$ cat src/inc/hstx_pkg.sv
// constants and types of the harvested switch telegram transmitter
package hstx_pkg;

    localparam int unsigned CLK_HZ       = 200_000_000;
    localparam int unsigned BIT_RATE_BPS = 120_000;
    localparam int unsigned BIT_CYC      = CLK_HZ / BIT_RATE_BPS;
    localparam int unsigned BURST_US     = 700;
    localparam int unsigned FRAME_BITS   = BURST_US * (BIT_RATE_BPS / 1000) / 1000;
    localparam int unsigned CYCLE_MS     = 20;
    localparam int unsigned CYCLE_CYC    = CYCLE_MS * (CLK_HZ / 1000);
    localparam int unsigned GAP1_US      = 2000;
    localparam int unsigned GAP1_CYC     = GAP1_US * (CLK_HZ / 1_000_000);
    localparam int unsigned GAPR_US      = 2000;
    localparam int unsigned GAPR_CYC     = GAPR_US * (CLK_HZ / 1_000_000);
    localparam int unsigned STEP_NS      = 50_000;
    localparam int unsigned STEP_CYC     = STEP_NS / (1_000_000_000 / CLK_HZ);
    localparam int unsigned SUBTELE_NUM  = 3;

    localparam logic [7:0]  ORIGIN_CODE  = 8'h05;
    localparam logic [3:0]  REPEAT_CNT   = 4'h0;
    localparam logic [31:0] ID_DEFAULT   = 32'h1234_5678; // arbitrary value

    localparam logic [7:0]  REG_CTRL     = 8'h00;
    localparam logic [7:0]  REG_STATUS   = 8'h04;
    localparam logic [7:0]  REG_ID       = 8'h08;
    localparam logic [7:0]  REG_COUNT    = 8'h0c;
    localparam logic [7:0]  REG_SEED     = 8'h10;
    localparam int unsigned CTRL_EN_BIT  = 0;
    localparam logic        CTRL_EN_RST  = 1'b1;

    localparam logic [15:0] LFSR_RST     = 16'hace1;
    localparam logic [15:0] LFSR_TAPS    = 16'hb400;

    typedef enum logic [1:0] {
        S_IDLE  = 2'b00,
        S_BURST = 2'b01,
        S_GAP   = 2'b10
    } hstx_state_t;

    typedef struct packed {
        logic on;
        logic off;
        logic pol;
    } hstx_sample_t;

    typedef struct packed {
        logic [7:0]  origin;
        logic [7:0]  top;
        logic [7:0]  second;
        logic [7:0]  third;
        logic [7:0]  low;
        logic [31:0] id;
        logic [7:0]  status;
    } hstx_tele_t;

    localparam int unsigned PRE_BITS = FRAME_BITS - $bits(hstx_tele_t);
    localparam logic [PRE_BITS-1:0] PREAMBLE = {(PRE_BITS / 2){2'b10}};

endpackage

$ cat src/rtl/hstx_top.sv
// telegram framer and scheduler with apb control for a pulse powered switch
`timescale 1ns/1ps
module hstx_top #(
    parameter logic [31:0] MODULE_ID  = hstx_pkg::ID_DEFAULT,
    parameter int unsigned CYCLE_LEN  = hstx_pkg::CYCLE_CYC,
    parameter int unsigned GAP1_LEN   = hstx_pkg::GAP1_CYC,
    parameter int unsigned GAPR_LEN   = hstx_pkg::GAPR_CYC,
    parameter int unsigned STEP_LEN   = hstx_pkg::STEP_CYC,
    parameter int unsigned BIT_LEN    = hstx_pkg::BIT_CYC
) (
    input  wire logic        pclk,
    input  wire logic        presetn,
    input  wire logic        psel,
    input  wire logic        penable,
    input  wire logic        pwrite,
    input  wire logic [31:0] paddr,
    input  wire logic [31:0] pwdata,
    output logic      [31:0] prdata,
    output logic             pready,
    output logic             pslverr,
    input  wire logic        energy_input_a,
    input  wire logic        energy_input_b,
    input  wire logic        switch_input_on,
    input  wire logic        switch_input_off,
    output logic             carrier_on,
    output logic             cycle_busy
);
    import hstx_pkg::*;

    hstx_state_t             state_r;
    hstx_state_t             state_nxt;
    hstx_sample_t            samp_r;
    hstx_sample_t            samp_w;
    hstx_tele_t              tele_w;
    logic [FRAME_BITS-1:0]   frame_r;
    logic [FRAME_BITS-1:0]   shift_r;
    logic [10:0]             baud_cnt_r;
    logic [6:0]              bit_cnt_r;
    logic [1:0]              burst_idx_r;
    logic [31:0]             gap_cnt_r;
    logic [31:0]             gap_load_w;
    logic [31:0]             cyc_cnt_r;
    logic [31:0]             burst_cyc_r;
    logic [15:0]             lfsr_r;
    logic [7:0]              rnd_r;
    logic                    pulse_d_r;
    logic                    ctrl_en_r;
    logic [15:0]             done_cnt_r;
    logic [15:0]             drop_cnt_r;
    logic [31:0]             prdata_r;

    ////////////////////////////////////////////////////////////////////////////
    // trigger and telegram assembly

    wire pulse_w    = energy_input_a ^ energy_input_b;
    wire rise_w     = pulse_w & ~pulse_d_r;
    wire start_w    = rise_w & (state_r == S_IDLE) & ctrl_en_r;
    // a pulse during a cycle has no supply of its own to start another one
    wire drop_w     = rise_w & ~start_w;

    // switches are trusted stable around the pulse edge, sampled once
    assign samp_w.on  = switch_input_on;
    assign samp_w.off = switch_input_off;
    assign samp_w.pol = energy_input_a & ~energy_input_b;

    assign tele_w.origin = ORIGIN_CODE;
    assign tele_w.top    = {2'b00, samp_w.off, samp_w.pol, 3'b000, samp_w.on & samp_w.off};
    assign tele_w.second = 8'h00;
    assign tele_w.third  = 8'h00;
    assign tele_w.low    = 8'h00;
    assign tele_w.id     = MODULE_ID;
    assign tele_w.status = {2'b00, 1'b1, samp_w.on | samp_w.off, REPEAT_CNT};

    ////////////////////////////////////////////////////////////////////////////
    // burst scheduler

    wire in_burst_w  = (state_r == S_BURST);
    // the 11-bit baud counter limits one bit to at most 2048 clocks
    wire bit_end_w   = in_burst_w & (baud_cnt_r == 11'(BIT_LEN - 1));
    wire last_bit_w  = (bit_cnt_r == 7'(FRAME_BITS - 1));
    wire burst_end_w = bit_end_w & last_bit_w;
    wire gap_end_w   = (state_r == S_GAP) & (gap_cnt_r == 32'h0000_0000);
    wire final_w     = burst_idx_r == 2'(SUBTELE_NUM - 1);

    // second gap is random; the widest draw still ends inside the window
    assign gap_load_w = (burst_idx_r == 2'h0) ? 32'(GAP1_LEN - 1) :
                        32'(GAPR_LEN - 1) + 32'(rnd_r) * 32'(STEP_LEN);

    always_comb begin
        state_nxt = state_r;
        unique case (state_r)
            S_IDLE:  if (start_w) state_nxt = S_BURST;
            S_BURST: if (burst_end_w) state_nxt = final_w ? S_IDLE : S_GAP;
            S_GAP:   if (gap_end_w) state_nxt = S_BURST;
            default: state_nxt = S_IDLE;
        endcase
    end

    always_ff @(posedge pclk or negedge presetn) begin
        if (!presetn) begin
            state_r     <= S_IDLE;
            pulse_d_r   <= 1'b0;
            burst_idx_r <= 2'h0;
        end else begin
            state_r   <= state_nxt;
            pulse_d_r <= pulse_w;
            if (start_w)
                burst_idx_r <= 2'h0;
            else if (burst_end_w)
                burst_idx_r <= burst_idx_r + 2'h1;
        end
    end

    always_ff @(posedge pclk or negedge presetn) begin
        if (!presetn) begin
            samp_r  <= '0;
            frame_r <= '0;
            shift_r <= '0;
        end else if (start_w) begin
            samp_r  <= samp_w;
            frame_r <= {PREAMBLE, tele_w};
            shift_r <= {PREAMBLE, tele_w};
        end else if (gap_end_w) begin
            shift_r <= frame_r;
        end else if (bit_end_w) begin
            shift_r <= {shift_r[FRAME_BITS-2:0], 1'b0};
        end
    end

    always_ff @(posedge pclk or negedge presetn) begin
        if (!presetn) begin
            baud_cnt_r <= 11'h000;
            bit_cnt_r  <= 7'h00;
        end else if (start_w || gap_end_w || bit_end_w) begin
            baud_cnt_r <= 11'h000;
            bit_cnt_r  <= bit_end_w ? bit_cnt_r + 7'h01 : 7'h00;
        end else if (in_burst_w) begin
            baud_cnt_r <= baud_cnt_r + 11'h001;
        end
    end

    always_ff @(posedge pclk or negedge presetn) begin
        if (!presetn)
            gap_cnt_r <= 32'h0000_0000;
        else if (burst_end_w)
            gap_cnt_r <= gap_load_w;
        else if (state_r == S_GAP)
            gap_cnt_r <= gap_cnt_r - 32'h0000_0001;
    end

    always_ff @(posedge pclk or negedge presetn) begin
        if (!presetn)
            cyc_cnt_r <= 32'h0000_0000;
        else if (start_w)
            cyc_cnt_r <= 32'h0000_0000;
        else if (state_r != S_IDLE)
            cyc_cnt_r <= cyc_cnt_r + 32'h0000_0001;
    end

    // clocks spent in the current burst, read only by the checks
    always_ff @(posedge pclk or negedge presetn) begin
        if (!presetn)
            burst_cyc_r <= 32'h0000_0000;
        else if (start_w || gap_end_w)
            burst_cyc_r <= 32'h0000_0000;
        else if (in_burst_w)
            burst_cyc_r <= burst_cyc_r + 32'h0000_0001;
    end

    // ook keying straight from the shift register head
    assign carrier_on = in_burst_w & shift_r[FRAME_BITS-1];
    assign cycle_busy = (state_r != S_IDLE);

    ////////////////////////////////////////////////////////////////////////////
    // random source and apb registers

    wire wr_w     = psel & penable & pwrite;
    wire setup_w  = psel & ~penable;
    wire hit_w    = (paddr[7:0] == REG_CTRL) | (paddr[7:0] == REG_STATUS) |
                    (paddr[7:0] == REG_ID) | (paddr[7:0] == REG_COUNT) |
                    (paddr[7:0] == REG_SEED);
    wire hit_w_ok = hit_w & (paddr[31:8] == 24'h00_0000);
    wire seed_w   = wr_w & hit_w_ok & (paddr[7:0] == REG_SEED);
    wire lfsr_fb  = ^(lfsr_r & LFSR_TAPS);

    always_ff @(posedge pclk or negedge presetn) begin
        if (!presetn)
            lfsr_r <= LFSR_RST;
        else if (seed_w)
            lfsr_r <= (pwdata[15:0] == 16'h0000) ? LFSR_RST : pwdata[15:0];
        else
            lfsr_r <= {lfsr_r[14:0], lfsr_fb};
    end

    always_ff @(posedge pclk or negedge presetn) begin
        if (!presetn)
            rnd_r <= 8'h00;
        else if (start_w)
            rnd_r <= lfsr_r[7:0];
    end

    always_ff @(posedge pclk or negedge presetn) begin
        if (!presetn) begin
            ctrl_en_r  <= CTRL_EN_RST;
            done_cnt_r <= 16'h0000;
            drop_cnt_r <= 16'h0000;
        end else begin
            if (wr_w && hit_w_ok && paddr[7:0] == REG_CTRL)
                ctrl_en_r <= pwdata[CTRL_EN_BIT];
            if (burst_end_w && final_w)
                done_cnt_r <= done_cnt_r + 16'h0001;
            if (drop_w)
                drop_cnt_r <= drop_cnt_r + 16'h0001;
        end
    end

    wire [31:0] status_w = {16'h0000, rnd_r, 1'b0, samp_r.pol, samp_r.off, samp_r.on,
                            burst_idx_r, state_r};
    wire [31:0] rd_w = (paddr[7:0] == REG_CTRL)   ? {31'h0, ctrl_en_r} :
                       (paddr[7:0] == REG_STATUS) ? status_w :
                       (paddr[7:0] == REG_ID)     ? MODULE_ID :
                       (paddr[7:0] == REG_COUNT)  ? {drop_cnt_r, done_cnt_r} :
                       (paddr[7:0] == REG_SEED)   ? {16'h0000, lfsr_r} : 32'h0000_0000;

    // read data is caught in the setup cycle so the slave never waits
    always_ff @(posedge pclk or negedge presetn) begin
        if (!presetn)
            prdata_r <= 32'h0000_0000;
        else if (setup_w && !pwrite)
            prdata_r <= hit_w_ok ? rd_w : 32'h0000_0000;
    end

    assign prdata  = prdata_r;
    assign pready  = 1'b1;
    assign pslverr = psel & penable & ~hit_w_ok;
endmodule

$ cat config.mk
export PLATFORM = sky130hd
export DESIGN_NAME = hstx_top
export DESIGN_NICKNAME = d
export VERILOG_FILES = /design/src/inc/hstx_pkg.sv /design/src/rtl/hstx_top.sv
export SDC_FILE = /design/constraint.sdc
export NUM_CORES = 1
export LEC_CHECK = 0
export ABC_AREA = 1
export ABC_CLOCK_PERIOD_IN_PS = 7200
export BUFFER_PORTS_ARGS = -buffer_cell sky130_fd_sc_hd__buf_2
export CAP_MARGIN = 20
export CORE_UTILIZATION = 55
export DETAILED_ROUTE_END_ITERATION = 16
export PLACE_DENSITY = 0.85
export SLEW_MARGIN = 20
export SYNTH_ARGS = -nofsm -noshare
export SYNTH_HDL_FRONTEND = slang
export SYNTH_SLANG_ARGS = --single-unit
$ cat constraint.sdc
create_clock -name pclk -period 7.2 [get_ports pclk]
set_input_delay 1.08 -clock pclk [delete_from_list [all_inputs] [get_ports pclk]]
set_output_delay 1.08 -clock pclk [all_outputs]
set_load 0.03 [all_outputs]
==> flow_summary.json <==
{
  "drt.antenna.violating_nets": 0,
  "clock-sinks": 230,
  "antenna_found_initial": 0,
  "stdcell_count": 1908,
  "firstDrtPassIters": 5,
  "clk-insertion-delay-late_ns": 0.53,
  "portBuffers": 91,
  "grt_start_max_net_pins": 99,
  "synth_cell_type_count": 48,
  "most-common-layout-cells": "nand2_1 (291), inv_1 (236), dfrtp_1 (221)",
  "clk_path_buf_depth": 3,
  "post-route-period-util_pct": 58.9,
  "place.detailed.instances": 1868,
  "synth_cells": 1531,
  "root_buffer": "clkbuf_16",
  "cts.reportedPaths.clkPinSlew_ns": 0.06,
  "num-fill-cells": 1699,
  "critPathRequiredTime_ns": 7.63,
  "critPathArrivalTime_ns": 4.67,
  "floorplan_die_width_um": 153,
  "cts_resized": 0,
  "grt-ovfl-total": 0,
  "fin_setup_tns_ns": 0,
  "finalHoldWorstSlack_ns": 0.469,
  "synth-warning-count": 0,
  "initial_core_util_pct": 56.8,
  "tightest_slew_ns": 1.03,
  "synth-seq-cells": 230,
  "mappedNetlistArea_mm2": 0.0126,
  "critPathLaunchType": "flop",
  "drv_slew": 0,
  "synth-main-ff-cell": "dfrtp_1",
  "outcome": "complete, no violations",
  "die_y_um": 153,
  "post-dp-hpwl_mm": 20.3,
  "drv_cap": 0,
  "core.rowCount": 54,
  "core_region_area_mm2": 0.0221,
  "layout_min_cycle_time_ns": 4.24,
  "quantity_of_hold_fixing_buffers_added_after_cts": 0,
  "layout.cells.most_common": "nand2_1",
  "max_clock_freq_mhz": 236,
  "sequential_to_total_area_share_from_yosys_stat_pct": 45.9,
  "grt_setup_unrepaired": "false",
  "area_delta_synth_final_pct": 11.7,
  "h-tree-depth": 1,
  "drc_violation_total_after_the_first_tritonroute_iteration": 836,
  "setup_viol": 0,
  "diodes": 0,
  "place_congestion": 0.950,
  "grt_first_pass_wirelength_mm": 50.1,
  "post_synth.cell_area_avg_um2": 8.20,
  "critical_path_peak_fanout": 9,
  "route.detailed.vias_per_inst": 5.66,
  "max-slew-margin-rel_pct": 31.0,
  "worst-setup-path-type": "reg -> reg",
  "dieArea_mm2": 0.0234,
  "detail_route.wirelength_mm": 29.6,
  "finalHoldViolations": 0,
  "fin_total_pwr_mw": 6.40,
  "cts_made_buffers": 23,
  "post_cts.repair.setup_buffers": 0,
  "final_nets": 1748,
  "cts_tree": "done",
  "drc": 0,
  "via_count_of_the_first_global_routing_pass": 10641,
  "count_of_flip_flops_with_a_built_in_enable_after_synthesis": 0,
  "hold_class": "reg -> reg",
  "power.ir.vdd_worst_mv": 0.479,
  "globalRouteTotalUtil_pct": 26.0,
  "finalClockSkew_ns": 0.0109,
  "wl_per_cell_um": 15.5,
  "power_density_mw_per_mm2": 456,
  "leakage_nw": 7.18,
  "num_vias": 10791,
  "crit_path_end_kind": "flop",
  "synthesis.nets": 1666,
  "async_flop_share_pct": 100,
  "drive_gt1_share_pct": 10.6,
  "num_io_pins": 109
}
==> metal layers <==
layer / GRT usage (%) / wire length (µm) / part of all wire, %
met3: 3.43 / 1810 / 6.1
met4: 11.0 / 1050 / 3.5
met1: 33.8 / 12500 / 42
met5: 0 / 0 / 0
met2: 43.8 / 14300 / 48
==> power by group <==
| group | switching, mW | total [mW] | internal [mW] | leakage, nW |
|---|---|---|---|---|
| sequential | 0.202 | 1.74 | 1.54 | 2.99 |
| combinational | 2.17 | 3.38 | 1.21 | 3.79 |
| clock | 0.515 | 1.28 | 0.767 | 0.393 |
==> per-stage QoR <==
step | area [µm²] | worst slack [ns] | util (%)
6_report | 14000 | 2.96 | 63.5
4_1_cts | 14000 | 2.96 | 63.5
3_3_place_gp | 13200 | 3.00 | 59.9
2_1_floorplan | 12600 | 3.42 | -
5_1_grt | 14000 | 2.61 | 63.5
3_5_place_dp | 13200 | 2.89 | 59.9
==> critical path: stages, from the launching register on <==
cell	delay [ns]
dfrtp_1	0.59
inv_1	0.09
ha_1	0.29
inv_1	0.05
ha_1	0.28
inv_1	0.05
fa_1	0.48
fa_1	0.54
fa_1	0.57
inv_1	0.06
nor2_1	0.17
nand2_1	0.09
nor2_1	0.25
nor2_1	0.11
nand2_1	0.12
nand2_1	0.10
nand2_1	0.07
nand3_1	0.08
a22oi_1	0.17
==> sequential cells by signal (all words and copies together), names as in the netlist, 5 cells and up <==
name        flops
shift_r        80
gap_cnt_r      32
prdata         32
done_cnt_r     16
drop_cnt_r     16
lfsr_r         16
baud_cnt_r     11
rnd_r           8
bit_cnt_r       7
frame_r         5
==> path summary, 6_finish.rpt <==
path / from / end / slack (ns) / cells after the start
max: rnd_r[2] / gap_cnt_r[19] / 2.96 / 18
min: drop_cnt_r[15] / drop_cnt_r[15] / 0.47 / 1
max reg2reg: rnd_r[2] / gap_cnt_r[19] / 2.96 / 18
min reg2reg: drop_cnt_r[15] / drop_cnt_r[15] / 0.47 / 1
max in group asynchronous: presetn / gap_cnt_r[24] / 5.23 / 2
min in group asynchronous: presetn / prdata[22] / 0.55 / 1
==> cell type report <==
class	count	area, µm²	area share [%]
clock buffers	31	636	4.53
clock inverters	9	164	1.17
inverters	241	905	6.45
multi-input cells	1018	5680	40.5
flip-flops and latches	230	5770	41.1
well taps	280	350	2.50
repair buffers	99	526	3.75
==> cells by family after synthesis <==
logic type      synth area share [%]
simple gates                    21.4
compound gates                  12.8
buf+inv                         8.83
flops                           45.9
fa+ha+maj                       6.90
xor+xnor                        4.12
other cells                   0.0299
==> cell usage after synthesis (4+ instances only) <==
cell type / count / area (µm²)
nor2_4: 4 / 45.0
xnor2_1: 13 / 114
nor2_2: 5 / 31.3
o211ai_1: 12 / 90.1
nand3_1: 78 / 390
nand2_2: 4 / 25.0
buf_2: 13 / 65.1
o22ai_1: 47 / 294
a21oi_1: 72 / 360
a32o_1: 6 / 60.1
fa_1: 12 / 240
a31oi_1: 8 / 50.1
clkbuf_1: 22 / 82.6
nor2_1: 140 / 526
nand4_1: 24 / 150
nor4_1: 10 / 62.6
dfstp_2: 9 / 236
ha_1: 50 / 626
inv_1: 236 / 886
o21ai_1: 11 / 55.1
nand2_1: 291 / 1090
nor3_1: 32 / 160
dfrtp_1: 221 / 5530
xor2_1: 46 / 403
o21ai_0: 119 / 596
buf_4: 6 / 45.0
No activity file was read; power rests on OpenSTA's default activity.
